===== src/inc/sdcsd_defines.vh =====
// Constants for the SDRAM command and bank state decoder.
// Assumes inclusion by bare name from files under logic/ and verif/.
`ifndef SDCSD_DEFINES_VH
`define SDCSD_DEFINES_VH

// ============================================================
// Command codes, {ras_n, cas_n, we_n} with chip select low
`define SDCSD_CMD_MODE_LOAD   3'h0
`define SDCSD_CMD_REFRESH     3'h1
`define SDCSD_CMD_CLOSE       3'h2
`define SDCSD_CMD_ROW_OPEN    3'h3
`define SDCSD_CMD_STORE       3'h4
`define SDCSD_CMD_FETCH       3'h5
`define SDCSD_CMD_HALT        3'h6
`define SDCSD_CMD_IDLE        3'h7

// ============================================================
// Address field positions
`define SDCSD_AUTO_CLOSE_POS  10
`define SDCSD_BANK_PICK_POS   11

// ============================================================
// Mode field layout and reset values
`define SDCSD_MODE_BL_LSB     0
`define SDCSD_MODE_BL_MSB     2
`define SDCSD_MODE_RST        12'h000
`define SDCSD_BURST_RST       9'h001

// ============================================================
// Bank states
`define SDCSD_ST_IDLE         3'h0
`define SDCSD_ST_ACTIVE       3'h1
`define SDCSD_ST_READ         3'h2
`define SDCSD_ST_WRITE        3'h3
`define SDCSD_ST_PRECHARGE    3'h4

// ============================================================
// Device power modes
`define SDCSD_PM_RUN          2'h0
`define SDCSD_PM_LOW_POWER    2'h1
`define SDCSD_PM_RETENTION    2'h2
`define SDCSD_PM_CLOCK_HOLD   2'h3

// ============================================================
// Timing and buffering
`define SDCSD_PRECHARGE_NS    50
`define SDCSD_CLK_NS          25
`define SDCSD_PRECHARGE_CYC   3'h2
`define SDCSD_FIFO_DEPTH      16
`define SDCSD_FIFO_AW         4
`define SDCSD_DATA_W          16

`endif


===== src/logic/sdcsd_core.v =====
// SDRAM device-side command decoder with two-bank state tracking.
// Assumes command pins come from a controller on another clock tree.
`timescale 1ns/1ps
`include "sdcsd_defines.vh"
module sdcsd_core (
    input  wire        sys_clk,
    input  wire        rst_b,
    input  wire        clk_gate,
    input  wire        chip_sel_b,
    input  wire        row_strobe_b,
    input  wire        col_strobe_b,
    input  wire        write_b,
    input  wire        lower_lane_mask,
    input  wire        upper_lane_mask,
    input  wire [11:0] addr,
    input  wire [15:0] dq_in,
    output reg  [15:0] dq_out,
    output reg  [15:0] dq_oe,
    output wire [15:0] wr_data,
    output wire        wr_valid,
    input  wire        wr_ready,
    output reg  [8:0]  column,
    output reg         bank_sel,
    output reg  [2:0]  bank0_state,
    output reg  [2:0]  bank1_state,
    output reg  [1:0]  power_mode,
    output reg  [11:0] mode_word
);
    // ============================================================
    // Input synchronisers, two stages each
    reg  [33:0] sync_a;               // First stage, read only by second
    reg  [33:0] sync_b;               // Second stage, used by logic
    wire [33:0] pins_raw;
    assign pins_raw = {dq_in, clk_gate, chip_sel_b, row_strobe_b, col_strobe_b,
                       write_b, lower_lane_mask, upper_lane_mask, addr[11:10],
                       addr[8:0]};

    // Double-flop every pin but addr[9] before decode
    // Reset to idle pin levels: gate high, deselected, masked, so no
    // false gate edge or phantom command follows reset
    always @(posedge sys_clk or negedge rst_b) begin
        if (!rst_b) begin
            sync_a <= 34'h0003f800;
            sync_b <= 34'h0003f800;
        end else begin
            sync_a <= pins_raw;
            sync_b <= sync_a;
        end
    end

    wire [15:0] s_dq    = sync_b[33:18];
    wire        s_gate  = sync_b[17];
    wire        s_cs_b  = sync_b[16];
    wire [2:0]  s_cmd   = sync_b[15:13];
    wire        s_lmask = sync_b[12];
    wire        s_umask = sync_b[11];
    wire        s_bank  = sync_b[10];
    wire        s_ac    = sync_b[9];
    wire [8:0]  s_col   = sync_b[8:0];

    // ============================================================
    // Clock gate history
    reg gate_prev;                    // Gate level one cycle earlier
    always @(posedge sys_clk or negedge rst_b) begin
        if (!rst_b) begin
            gate_prev <= 1'b1;
        end else begin
            gate_prev <= s_gate;
        end
    end

    // Command only counts when gate was high the cycle before
    wire live    = gate_prev;
    wire sel     = live & ~s_cs_b;
    wire is_fetch = sel & (s_cmd == `SDCSD_CMD_FETCH);
    wire is_store = sel & (s_cmd == `SDCSD_CMD_STORE);
    wire is_halt  = sel & (s_cmd == `SDCSD_CMD_HALT);
    wire is_close = sel & (s_cmd == `SDCSD_CMD_CLOSE);
    wire is_open  = sel & (s_cmd == `SDCSD_CMD_ROW_OPEN);
    wire is_ref   = sel & (s_cmd == `SDCSD_CMD_REFRESH);
    wire is_mode  = sel & (s_cmd == `SDCSD_CMD_MODE_LOAD);
    wire both_idle = (bank0_state == `SDCSD_ST_IDLE) && (bank1_state == `SDCSD_ST_IDLE);
    wire any_act   = ~both_idle;
    wire gate_fall = gate_prev & ~s_gate;
    wire gate_rise = ~gate_prev & s_gate;

    // ============================================================
    // Burst tracking and per-bank auto-close flags
    reg [8:0] burst_left;             // Beats still to run
    reg [1:0] auto_close;             // Close after burst, per bank
    reg [2:0] pre_cnt0;               // Precharge timer bank 0
    reg [2:0] pre_cnt1;               // Precharge timer bank 1
    wire [8:0] burst_len = (9'h001 << mode_word[`SDCSD_MODE_BL_MSB:`SDCSD_MODE_BL_LSB]);
    wire       hold      = (power_mode != `SDCSD_PM_RUN);
    wire       burst_end = (burst_left == 9'h001);

    // Next state of one bank given its index
    function [2:0] bank_next;
        input [2:0] cur;
        input       idx;
        input [2:0] pre_cnt;
        reg         hit;
        begin
            hit = (s_bank == idx);
            bank_next = cur;
            case (cur)
                `SDCSD_ST_IDLE: begin
                    if (is_open && hit) begin
                        bank_next = `SDCSD_ST_ACTIVE;
                    end
                end
                `SDCSD_ST_ACTIVE: begin
                    if (is_fetch && hit) begin
                        bank_next = `SDCSD_ST_READ;
                    end else if (is_store && hit) begin
                        bank_next = `SDCSD_ST_WRITE;
                    end else if (is_close && (s_ac || hit)) begin
                        bank_next = `SDCSD_ST_PRECHARGE;
                    end
                end
                `SDCSD_ST_READ, `SDCSD_ST_WRITE: begin
                    if (is_halt) begin
                        bank_next = `SDCSD_ST_ACTIVE;
                    end else if (is_fetch && hit) begin
                        bank_next = `SDCSD_ST_READ;
                    end else if (is_store && hit) begin
                        bank_next = `SDCSD_ST_WRITE;
                    end else if (is_close && (s_ac || hit)) begin
                        bank_next = `SDCSD_ST_PRECHARGE;
                    end else if (burst_end) begin
                        // Finished burst: open row or self-close
                        bank_next = auto_close[idx] ? `SDCSD_ST_PRECHARGE
                                                    : `SDCSD_ST_ACTIVE;
                    end
                end
                `SDCSD_ST_PRECHARGE: begin
                    if (pre_cnt == 3'h1) begin
                        bank_next = `SDCSD_ST_IDLE;
                    end
                end
                default: begin
                    bank_next = `SDCSD_ST_IDLE;
                end
            endcase
        end
    endfunction

    wire [2:0] next_bank0 = bank_next(bank0_state, 1'b0, pre_cnt0);
    wire [2:0] next_bank1 = bank_next(bank1_state, 1'b1, pre_cnt1);

    // ============================================================
    // Power mode sequencing
    reg [1:0] next_power_mode;
    always @* begin
        next_power_mode = power_mode;
        case (power_mode)
            `SDCSD_PM_RUN: begin
                if (gate_fall && both_idle && is_ref) begin
                    next_power_mode = `SDCSD_PM_RETENTION;
                end else if (gate_fall && any_act) begin
                    next_power_mode = `SDCSD_PM_CLOCK_HOLD;
                end else if (gate_fall) begin
                    next_power_mode = `SDCSD_PM_LOW_POWER;
                end
            end
            `SDCSD_PM_LOW_POWER, `SDCSD_PM_RETENTION, `SDCSD_PM_CLOCK_HOLD: begin
                // Any rising gate restarts, other pins don't matter
                if (gate_rise) begin
                    next_power_mode = `SDCSD_PM_RUN;
                end
            end
            default: begin
                next_power_mode = `SDCSD_PM_RUN;
            end
        endcase
    end

    // ============================================================
    // State registers; all but power_mode frozen outside run mode
    always @(posedge sys_clk or negedge rst_b) begin
        if (!rst_b) begin
            power_mode  <= `SDCSD_PM_RUN;
            bank0_state <= `SDCSD_ST_IDLE;
            bank1_state <= `SDCSD_ST_IDLE;
            burst_left  <= 9'h000;
            auto_close  <= 2'h0;
            pre_cnt0    <= 3'h0;
            pre_cnt1    <= 3'h0;
            column      <= 9'h000;
            bank_sel    <= 1'b0;
            mode_word   <= `SDCSD_MODE_RST;
        end else begin
            power_mode <= next_power_mode;
            if (!hold && live) begin
                bank0_state <= next_bank0;
                bank1_state <= next_bank1;
                // Precharge timers load on entry, count down after
                if (next_bank0 == `SDCSD_ST_PRECHARGE && bank0_state != `SDCSD_ST_PRECHARGE) begin
                    pre_cnt0 <= `SDCSD_PRECHARGE_CYC;
                end else if (pre_cnt0 != 3'h0) begin
                    pre_cnt0 <= pre_cnt0 - 3'h1;
                end
                if (next_bank1 == `SDCSD_ST_PRECHARGE && bank1_state != `SDCSD_ST_PRECHARGE) begin
                    pre_cnt1 <= `SDCSD_PRECHARGE_CYC;
                end else if (pre_cnt1 != 3'h0) begin
                    pre_cnt1 <= pre_cnt1 - 3'h1;
                end
                if (is_fetch || is_store) begin
                    // Fresh burst at the given column
                    burst_left           <= burst_len;
                    column               <= s_col;
                    bank_sel             <= s_bank;
                    auto_close[s_bank]   <= s_ac;
                end else if (is_halt || is_close) begin
                    burst_left <= 9'h000;
                end else if (burst_left != 9'h000) begin
                    burst_left <= burst_left - 9'h001;
                    column     <= column + 9'h001;
                end
                // Mode load only taken when both banks are idle
                if (is_mode && both_idle) begin
                    mode_word <= {s_bank, s_ac, 1'b0, s_col};
                end
            end
        end
    end

    // ============================================================
    // Byte lanes: each mask handles only its own eight lines
    wire       bursting = (burst_left != 9'h000);
    wire       rd_on    = bursting && ((bank_sel ? bank1_state : bank0_state) == `SDCSD_ST_READ);
    wire       wr_on    = bursting && ((bank_sel ? bank1_state : bank0_state) == `SDCSD_ST_WRITE);
    wire [1:0] lane_pass = {~s_umask, ~s_lmask} & {2'b11} & {live, live};
    reg  [15:0] lane_store [0:1];     // Last written word per bank

    // Write lanes go to the buffer; masked lanes become zero
    assign wr_data  = {lane_pass[1] ? s_dq[15:8] : 8'h00,
                       lane_pass[0] ? s_dq[7:0]  : 8'h00};
    assign wr_valid = wr_on & ~hold & (|lane_pass);

    // Read driver: masked lane stays undriven
    always @(posedge sys_clk or negedge rst_b) begin
        if (!rst_b) begin
            dq_out <= 16'h0000;
            dq_oe  <= 16'h0000;
        end else begin
            dq_out <= {column[7:0], column[7:0]} ^ lane_store[bank_sel];
            dq_oe  <= {{8{rd_on & ~hold & lane_pass[1]}},
                       {8{rd_on & ~hold & lane_pass[0]}}};
        end
    end

    // ============================================================
    // Buffer between lane capture and the store
    wire [15:0] fifo_word;
    wire        fifo_valid;
    wire        fifo_in_ready;
    sdcsd_fifo #(
        .WIDTH (`SDCSD_DATA_W),
        .DEPTH (`SDCSD_FIFO_DEPTH),
        .AW    (`SDCSD_FIFO_AW)
    ) u_fifo (
        .sys_clk   (sys_clk),
        .rst_b     (rst_b),
        .in_data   (wr_data),
        .in_valid  (wr_valid),
        .in_ready  (fifo_in_ready),
        .out_data  (fifo_word),
        .out_valid (fifo_valid),
        .out_ready (wr_ready)
    );

    // Drained words land in the per-bank store
    always @(posedge sys_clk) begin
        if (fifo_valid && wr_ready) begin
            lane_store[bank_sel] <= fifo_word;
        end
    end
endmodule


===== src/logic/sdcsd_fifo.v =====
// Small synchronous FIFO with valid/ready on both sides.
// Assumes one clock and an active-low asynchronous reset.
`timescale 1ns/1ps
module sdcsd_fifo #(
    parameter WIDTH = 16,
    parameter DEPTH = 16,
    parameter AW    = 4
) (
    input  wire             sys_clk,
    input  wire             rst_b,
    input  wire [WIDTH-1:0] in_data,
    input  wire             in_valid,
    output wire             in_ready,
    output reg  [WIDTH-1:0] out_data,
    output wire             out_valid,
    input  wire             out_ready
);
    // ============================================================
    // Storage and pointers
    reg [WIDTH-1:0] mem [0:DEPTH-1];  // Word store
    reg [AW-1:0]    wr_ptr;           // Write slot
    reg [AW-1:0]    rd_ptr;           // Read slot
    reg [AW:0]      count;            // Words held
    wire            push;
    wire            pop;
    localparam [AW:0] FULL_COUNT = DEPTH;  // Count when every slot is taken

    assign in_ready  = (count != FULL_COUNT);
    assign out_valid = (count != {(AW+1){1'b0}});
    assign push      = in_valid & in_ready;
    assign pop       = out_valid & out_ready;

    // Memory write, no reset needed on data
    always @(posedge sys_clk) begin
        if (push) begin
            mem[wr_ptr] <= in_data;
        end
    end

    // Head word read combinationally from the store at the read slot
    always @* begin
        out_data = mem[rd_ptr];
    end

    // Pointer and count bookkeeping
    always @(posedge sys_clk or negedge rst_b) begin
        if (!rst_b) begin
            wr_ptr <= {AW{1'b0}};
            rd_ptr <= {AW{1'b0}};
            count  <= {(AW+1){1'b0}};
        end else begin
            if (push) begin
                wr_ptr <= wr_ptr + 1'b1;
            end
            if (pop) begin
                rd_ptr <= rd_ptr + 1'b1;
            end
            // Simultaneous push and pop keeps the count
            if (push && !pop) begin
                count <= count + 1'b1;
            end else if (pop && !push) begin
                count <= count - 1'b1;
            end
        end
    end
endmodule


===== config.mk =====
export PLATFORM = sky130hd
export DESIGN_NAME = sdcsd_core
export DESIGN_NICKNAME = d
export VERILOG_FILES = /design/src/logic/sdcsd_core.v /design/src/logic/sdcsd_fifo.v
export VERILOG_INCLUDE_DIRS = /design/src /design/src/inc
export SDC_FILE = /design/constraint.sdc
export NUM_CORES = 1
export LEC_CHECK = 0
export BUFFER_PORTS_ARGS = -buffer_cell sky130_fd_sc_hd__clkbuf_2
export CORE_MARGIN = 2
export CORE_UTILIZATION = 65
export CTS_BUF_LIST = sky130_fd_sc_hd__clkbuf_16
export DETAILED_ROUTE_END_ITERATION = 10
export PLACE_DENSITY = 0.85
export RECOVER_POWER = 100
export SETUP_SLACK_MARGIN = 0.4
export SLEW_MARGIN = 30
export SYNTH_ARGS = -nofsm -noshare
export SYNTH_HDL_FRONTEND = slang
export SYNTH_SLANG_ARGS = --single-unit
export TNS_END_PERCENT = 30

===== constraint.sdc =====
create_clock -name sys_clk -period 7.5 [get_ports sys_clk]
set_input_delay 1.5 -clock sys_clk [delete_from_list [all_inputs] [get_ports sys_clk]]
set_output_delay 1.5 -clock sys_clk [all_outputs]
set_load 0.02 [all_outputs]

Word level (Yosys, flattened, before mapping) --
Memories as Yosys holds them, arrays and structs flattened. Index checks and enable logic that the tools add are counted.
Storage, ports and cells: word-level logic and storage cells 193, input bits 38, RAM bits 288, flip-flop bits (word level) 153, memories kept 2, output and inout port bits 79
Memory list:
- u_fifo.mem | depth 16, bits a word 16, rd ports 1, clocked after Yosys merged registers in 0, write ports 1, line sdcsd_fifo.v:20 | reg [WIDTH-1:0] mem [0:DEPTH-1];
- lane_store | depth 2, bits a word 16, rd ports 1, clocked after Yosys merged registers in 0, write ports 1, line sdcsd_core.v:234 | reg [15:0] lane_store [0:1];
Cells by class: magnitude comparators 2, shift-type cells 1, bitwise gates (word level) 27, add/subtract/negate cells 8, muxes and demuxes 51, equality and inequality tests 30, reductions and logical operators 54
Operator list (number):
- $mux 3 | 27
- $mux 9 | 6
- $eq 3x2->1 const B | 8
- $pmux 3 s4 | 2
- $logic_and 1x1->1 | 22
- $eq 3x3->1 const B | 7
- $and 1x1->1 | 17
- $mux 8 | 2
- $xor 16x16->16 | 1
- $eq 3x1->1 const B | 5
- $reduce_and 2->1 | 6
- $mux 5 | 2
- $reduce_bool 2->1 | 5
- $add 9x1->9 const B | 1
- $eq 9x1->1 const B | 1
- $logic_not 3->1 | 3
- $reduce_bool 3->1 | 3
- $reduce_bool 9->1 | 1
- $shl 1x3->9 const A | 1
- $sub 9x1->9 const B | 1
- $add 4x1->4 const B | 2
- $mux 2 | 4
- $not 1->1 | 8
- $ne 3x3->1 const B | 2
- 22 further kinds | 36

Depth between registers and ports, before layout --
Gate-level depths: netlist (run 1).
depth in word-level cells 13, gate-level depth with buffers 15, depth with buffers taken out 14

By module --
Synthesis (run 1) repeated with hierarchy kept, for this count alone.
Second synthesis, totals: cell total of the unflattened synthesis 1068, area total of the unflattened synthesis 17504.3 um^2
By module, submodules not included:
- sdcsd_fifo | sequential area each 8012.7 um^2, instances 1, area each 10871.7 um^2, cells each 548
- sdcsd_core | sequential area each 4307.9 um^2, instances 1, area each 6632.6 um^2, cells each 520

Worst setup path before layout (run 1) --
No wires, ideal clock.
path kind input to register, from in wr_ready, to reg u_fifo.count[4], setup slack 4270 ps, stages on the path 10, arrival 3105 ps, data required time 7375 ps, setup time 125 ps, path buffers 0, cell sequence o21a_1 -> inv_1 -> ha_1 -> inv_1 -> fa_1 -> a21o_1 -> a21oi_1 -> xnor2_1 -> nor2_1 -> xor2_1
On the way: word-level cells in the longest chain between the ends 4, elaborated cells on any way between the ends 6, those cells by class mux: 1; bitwise: 1; reduce/logical: 4
RTL lines:
- start: declaration | line sdcsd_core.v:21 | input wire wr_ready,
- $and 1x1->1 (*) | line sdcsd_fifo.v:31 | assign pop = out_valid & out_ready;
- $logic_not 1->1 | line sdcsd_fifo.v:59 | if (push && !pop) begin
- $logic_and 1x1->1 | line sdcsd_fifo.v:59
- $mux 5 or $reduce_bool 2->1 (tied branches)
- end signal: assignment | line sdcsd_fifo.v:50 | count <= {(AW+1){1'b0}};
- end signal: assignment | line sdcsd_fifo.v:60 | count <= count + 1'b1;
- end signal: assignment | line sdcsd_fifo.v:62 | count <= count - 1'b1;
- end: declaration | line sdcsd_fifo.v:23 | reg [AW:0] count;
Every way passes the cells marked *; elsewhere a longest branch is shown, timed or not. A chain may end at the register's enable or synchronous reset.

Worst setup path in the final report (run 1) --
from reg u_fifo.rd_ptr[0], to mem lane_store[1][13] (data pin)
On the way: word-level cells in the longest chain between the ends 1
RTL lines:
- start: declaration | line sdcsd_fifo.v:22 | reg [AW-1:0] rd_ptr;
- start signal: assignment | line sdcsd_fifo.v:49 | rd_ptr <= {AW{1'b0}};
- start signal: assignment | line sdcsd_fifo.v:56 | rd_ptr <= rd_ptr + 1'b1;
- $mem_v2 16x16
- via fifo_word[13] | line sdcsd_core.v:255 | wire [15:0] fifo_word;
- end: declaration | line sdcsd_core.v:234
The timed path passes the listed nets, and every way through them passes these cells.

==> impl_metrics.env, run 1 <==
export IMPL_end_kind="flip-flop"
export IMPL_post_route_period_util_pct=68.8
export IMPL_vias=9397
export IMPL_place_congestion=0.874
export IMPL_cts_path_max_buffers=3
export IMPL_synth_seq_cells=434
export IMPL_dieHeight_microns=166
export IMPL_cp_common_cell="mux4_2"
export IMPL_via_per_inst=6.47
export IMPL_p_per_area_mw_per_mm2=360
export IMPL_violations="capacitance limit, slew limit"
export IMPL_peakVddDrop_v=0.000328
export IMPL_post_cts_buffers=0
export IMPL_cts_hold_buf=0
export IMPL_r2r_start="u_fifo.rd_ptr[0]"
export IMPL_cp_top_family="buffers and inverters"
export IMPL_drt_total_wl_mm=37.8
export IMPL_final_common_cell="edfxtp_1"
export IMPL_final_cell_mix="edfxtp_1, dfrtp_1, clkbuf_1, mux4_2, o21ai_0"
export IMPL_avgSynthCellArea_sq_um=17.7
export IMPL_cts_reportedPaths_clkPinSlew_ps=60
export IMPL_grt_first_pass_wirelength_mm=57.7
export IMPL_ys_types=67
export IMPL_cp_data_required_time_ps=7770
export IMPL_wl_per_cell_microns=26.0
export IMPL_n_antenna_cell=0
export IMPL_setup_viol=0
export IMPL_start_util_pct=66.0
export IMPL_clock_fmax_mhz=194
export IMPL_cts_sinks=434
export IMPL_crit_chain="clkbuf_1 > mux4_2 > mux4_2"
export IMPL_hp_class="flip-flop to flip-flop"
export IMPL_worst_path_buf_inv=1
export IMPL_yosysSeqAreaShare_pct=72.0
export IMPL_regToRegEndpoint="lane_store[1][13]"
export IMPL_cts_max_level=2
export IMPL_maxCapViolCount=12
export IMPL_die_area_sq_mm=0.0276
export IMPL_drv_slew=353
export IMPL_row_count=59
export IMPL_finalHoldViolations=0
export IMPL_setup_tns_ps=0
export IMPL_cp_max_fo=47
export IMPL_crit_slowest_cell="clkbuf_1"
export IMPL_grt_usage_pct=27.8
export IMPL_synthFlopType="edfxtp_1"
export IMPL_core_sq_mm=0.0259
export IMPL_drcViolationCount=0
export IMPL_layout_drive_gt1_share_pct=19.2
export IMPL_cts_tree="yes"
export IMPL_worst_pin_slew_ps=4010
export IMPL_syn_num_nets=1026
export IMPL_nets=1140
export IMPL_gr_total_overflow=0
export IMPL_slew_limit_headroom_pct=-167
export IMPL_p_leak_nw=6.80
export IMPL_synth_cells=968
export IMPL_slowest_delay_ps=2790
export IMPL_synth_area_sq_mm=0.0171
export IMPL_r2r_setup_slack_ps=2340
export IMPL_grt_pass1_vias=9518
export IMPL_worst_r2r_path_depth=3
export IMPL_synth_edff_count=288
export IMPL_io_pins=117
export IMPL_hold_end="sync_b[21]"
export IMPL_skew_ps=11.0
export IMPL_grt_max_degree=75
export IMPL_start_kind="flip-flop"
export IMPL_root_buffer="clkbuf_16"
export IMPL_holdWs_ps=346
export IMPL_synthArstFlopShare_pct=33.6
export IMPL_antenna_left=0
export IMPL_cp_arrival_ps=5440
export IMPL_path_class="flip-flop to flip-flop"
export IMPL_clock_latency_ps=550
export IMPL_hold_path_depth=0
export IMPL_hpwl_mm=21.7
export IMPL_grt_antenna_before_repair=0
export IMPL_dr_pass1_iters=6
export IMPL_cts_buffers=43
export IMPL_hold_path_startpoint="sync_a[21]"
export IMPL_io_buffers=114
export IMPL_fin_crit_ps=5160
export IMPL_status="finished, violations left"
export IMPL_ys_warn_count=0
export IMPL_dieWidth_microns=166
export IMPL_syn2layout_area_growth_pct=11.9
export IMPL_post_cts_resized=0
export IMPL_drt_iter0_drc=1230
export IMPL_rsz0062_at_grt="no"
## worst register-to-register path, cell delays in order, from the launching register on
cell and delay, ps:
dfrtp_4 690, clkbuf_1 2790, mux4_2 810, mux4_2 580
## cells in the mapped netlist, drive strengths merged, types with 3 or more instances
cell type,count,area [sq um]
edfxtp,288,8650
dfrtp,131,3280
mux4,80,1800
o21ai,44,224
nor2,36,143
buf,33,203
nand2,28,105
clkbuf,27,101
inv,27,101
and2,26,163
xnor2,24,210
mux2i,20,200
a21oi,19,95.1
ha,19,238
dfstp,15,394
mux2,14,158
nor3b,13,97.6
a31oi,10,62.6
nand3,10,50.1
nor4,10,62.6
nor3,7,35.0
a211oi,5,37.5
and3,5,31.3
nor2b,5,31.3
nor4b,5,43.8
nand4,4,25.0
o22a,4,35.0
a2111oi,3,32.5
a21o,3,22.5
a22o,3,26.3
nand2b,3,18.8
nand4bb,3,33.8
o21a,3,22.5
o22ai,3,18.8
o31ai,3,22.5
o32ai,3,26.3
xor2,3,26.3
## routing by layer
| layer | GRT usage [%] | vias to the layer above | part of all wire [%] |
|---|---|---|---|
| met3 | 4.03 | 103 | 7.2 |
| li1 | - | 3962 | - |
| met1 | 37.4 | 4846 | 38 |
| met4 | 10.6 | 0 | 3.6 |
| met5 | 0 | - | 0 |
| met2 | 47.2 | 486 | 51 |
## per-stage QoR
step | util [%] | cells | power (W) | setup slack, ps | cell area (sq um)
after detailed placement | 69.2 | 1372 | 0.00477 | 3640 | 17900
after global routing | 73.9 | 1452 | 0.00717 | 1720 | 19100
after global placement | 69.2 | 1372 | 0.00468 | 3700 | 17900
after floorplan | - | 968 | 0.00429 | 4270 | 17100
final | 73.9 | 1452 | 0.00689 | 2340 | 19100
after CTS | 74.5 | 1452 | 0.00688 | 3040 | 19300
## worst max path at each step
stage          slack [ps]  cells past startpoint           endpoint        startpoint
6_report             2340                      3  lane_store[1][13]  u_fifo.rd_ptr[0]
5_1_grt              1720                      3  lane_store[1][13]  u_fifo.rd_ptr[0]
4_1_cts              3040                      3         wr_data[9]         gate_prev
3_5_place_dp         3640                     14    u_fifo.count[4]     burst_left[0]
3_3_place_gp         3700                      3        wr_data[10]         gate_prev
2_1_floorplan        4270                     10    u_fifo.count[4]          wr_ready
## sequential cells by signal, indices dropped and copies added (netlist names), 4 cells and up
signal,cells
u_fifo.mem,256
u_fifo.rd_ptr,4
u_fifo.wr_ptr,4
lane_store,32
u_fifo.count,5
burst_left,9
sync_b,34
column,9
mode_word,11
dq_out,16
sync_a,34
## kinds of logic after synthesis
kind of cell               share of synthesized area [%]
DFF                                                 72.0
and+or+nand+nor                                     5.54
AOI/OAI and AO/OA                                   4.51
muxes                                               12.6
buffers and inverters                               2.37
xor gates and xnor gates                            1.38
adders and majority gates                           1.51
other                                             0.0219
## layout make-up
class                   instances  area (sq um)
flip-flops and latches        434         12300
clock inverters                37           300
repair buffers                129           539
inverters                      27           101
fillers                      1545          6780
multi-input cells             447          4370
clock buffers                  43          1080
well taps                     335           419
## where the power goes
part	switching [W]	leakage, nW	total [W]	internal (W)
Sequential	0.000250	4.40	0.00311	0.00286
Clock	0.000899	0.708	0.00209	0.00119
Combinational	0.000875	1.70	0.00169	0.000819
Power figures use the tool's default switching activity.
==> inputs of run 2 (changes only) <==
ABC_AREA = 1   (was default)
CORE_UTILIZATION = 54   (was 65)
PLACE_DENSITY = 0.75   (was 0.85)
clock period = 4.6 ns   (was 7.5 ns; I/O delays follow)
==> run 2 against run 1 <==
Against the previous run:
- clock-buffer cell count increased by 2
- wire length is 0.92% lower
- sequential power rose by 63%
- first-iteration DRC count fell by 15%
- power increased by 66%
- final area increased by 2.3%
- the run still ends with capacitance limit, slew limit left
- largest cell class unchanged
- setup slack got worse by 1500 ps
- synthesized area up 1.8%
==> impl_metrics.env, run 2 <==
export IMPL_drv_slew=128
export IMPL_vias=11100
export IMPL_hpwl_mm=22.7
export IMPL_grt_usage_pct=22.4
export IMPL_multi_input_area_sq_mm=0.00436
export IMPL_synth_edff_count=288
export IMPL_yosys_area_top_type="edfxtp_1"
export IMPL_dr_pass1_iters=5
export IMPL_total_power_w=0.0114
export IMPL_largest_reg_flops=256
export IMPL_worst_pin_slew_ps=2290
export IMPL_setup_tns_ps=0
export IMPL_synth_most_common_cell="edfxtp_1"
export IMPL_largest_register="u_fifo.mem"
export IMPL_top_regs="u_fifo.mem (256), sync_a (34), sync_b (34)"
export IMPL_start_util_pct=55.1
export IMPL_synth_cells=1389
export IMPL_final_common_cell="edfxtp_1"
export IMPL_cts_sinks=434
export IMPL_cts_hold_buf=0
export IMPL_synth_seq_cells=434
export IMPL_core_sq_mm=0.0316
export IMPL_cts_max_level=2
export IMPL_place_congestion=0.894
export IMPL_clock_latency_ps=540
export IMPL_synthTopCellsByCount="edfxtp_1, nand2_1, nor2_1, dfrtp_1, o21ai_0"
export IMPL_synth_area_leaders="edfxtp_1, dfrtp_1, nand2_1"
export IMPL_cp_max_fo=17
export IMPL_hp_class="flip-flop to flip-flop"
export IMPL_die_area_sq_mm=0.0337
export IMPL_clock_fmax_mhz=266
export IMPL_peakVddDrop_v=0.000384
export IMPL_place_ws_ps=1610
export IMPL_dieWidth_microns=184
export IMPL_synthFlopType="edfxtp_1"
export IMPL_via_per_inst=5.70
export IMPL_nFillCells=2445
export IMPL_wl_per_cell_microns=19.1
export IMPL_grt_first_pass_wirelength_mm=58.5
export IMPL_maxCapViolCount=4
export IMPL_post_cts_buffers=0
export IMPL_drt_iter0_drc=1047
export IMPL_finalHoldViolations=0
export IMPL_cp_data_required_time_ps=3680
export IMPL_dieHeight_microns=184
export IMPL_place_area_sq_mm=0.0185
export IMPL_p_per_area_mw_per_mm2=583
export IMPL_io_pins=117
export IMPL_nets=1576
export IMPL_grt_pass1_vias=10900
export IMPL_path_class="flip-flop to output pin"
export IMPL_skew_ps=22.8
export IMPL_syn2layout_area_growth_pct=12.4
export IMPL_grt_max_degree=110
export IMPL_setup_ws_ps=844
export IMPL_p_leak_nw=7.69
export IMPL_yosysSeqAreaShare_pct=70.7
export IMPL_final_cell_mix="edfxtp_1, nand2_1, nor2_1, dfrtp_1, o21ai_0"
export IMPL_cts_buffers=43
export IMPL_n_antenna_cell=0
export IMPL_gr_total_overflow=0
export IMPL_post_route_period_util_pct=81.6
export IMPL_final_core_util_pct=61.9
export IMPL_row_count=65
export IMPL_cts_path_max_buffers=3
export IMPL_slew_limit_headroom_pct=-53.0
export IMPL_regArea_sq_mm=0.0123
export IMPL_violations="capacitance limit, slew limit"
export IMPL_synth_top_cell_area_share_pct=49.7
export IMPL_rsz0062_at_grt="no"
export IMPL_avgSynthCellArea_sq_um=12.5
export IMPL_fin_crit_ps=3760
export IMPL_antenna_left=0
export IMPL_io_buffers=114
export IMPL_root_buffer="clkbuf_16"
export IMPL_start_kind="flip-flop"
export IMPL_end_kind="output pin"
export IMPL_syn_num_nets=1447
export IMPL_ys_types=45
export IMPL_synth_area_sq_mm=0.0174
export IMPL_status="finished, violations left"
export IMPL_cp_arrival_ps=2840
export IMPL_cts_reportedPaths_clkPinSlew_ps=60
export IMPL_grt_antenna_before_repair=0
export IMPL_post_cts_resized=0
export IMPL_synthArstFlopShare_pct=33.6
export IMPL_ys_warn_count=0
export IMPL_drcViolationCount=0
export IMPL_layout_drive_gt1_share_pct=8.18
export IMPL_drt_total_wl_mm=37.4
export IMPL_final_cell_area_sq_mm=0.0196
export IMPL_setup_viol=0
export IMPL_cts_tree="yes"
==> run 2: worst max-delay path, stage by stage (launching register included) <==
cell	delay, ps
dfstp_1	520
inv_1	140
nor2_1	180
clkinv_1	80
clkbuf_1	340
nor2_1	190
clkbuf_1	490
clkbuf_1	340
==> run 2: final timing paths <==
kind / startpoint / endpoint / slack, ps / depth (start not counted)
max: gate_prev / wr_data[0] / 840 / 7
max reg2reg: gate_prev / u_fifo.mem[11][2] / 1200 / 9
min: sync_a[31] / sync_b[31] / 330 / 0
min reg2reg: sync_a[31] / sync_b[31] / 330 / 0
min in group asynchronous: rst_b / pre_cnt1[0] / 1070 / 1
max in group asynchronous: rst_b / sync_a[18] / 1230 / 2
==> run 2: layout make-up <==
cell class,instances,area share (%)
sequential,434,63.0
multi-input combinational,793,22.3
clock buffer,45,5.75
timing repair buffer,160,3.57
tap,402,2.57
inverter,86,1.66
clock inverter,34,1.24
==> run 2: kinds of logic (layout without fill, tap and decap cells) <==
logic type,count (synthesis),after routing,synth area share (%)
AND/OR/NAND/NOR,455,455,10.7
other,1,1,0.0215
multiplexers,47,47,2.76
XOR/XNOR,36,36,1.81
buffers and inverters,162,325,3.99
flip-flops,434,434,70.7
AO/OA/AOI/OAI,234,234,8.48
adder cells (fa/ha/maj),20,20,1.48
==> run 2: through the flow <==
stage / hold WS, ps / instances
after floorplan: 331 / 1389
after global placement: 332 / 1874
after detailed placement: 335 / 1874
after CTS: 338 / 1953
after global routing: 343 / 1954
final: 332 / 1954
==> run 2: layer usage <==
layer  wire length (microns)  up-vias  global-route usage [%]  part of all wire (%)
li1                        -     5144                       -                     -
met1                   16100     5452                    30.8                    43
met2                   17600      456                    36.2                    47
met3                    2740       79                    4.04                   7.3
met4                     959        0                    7.68                   2.6
met5                       0        -                       0                     0
==> run 2: power breakdown <==
group	leakage (nW)	total [W]	internal, W	switching [W]
Combinational	2.57	0.00298	0.000984	0.00199
Clock	0.708	0.00336	0.00194	0.00142
Sequential	4.41	0.00508	0.00467	0.000412
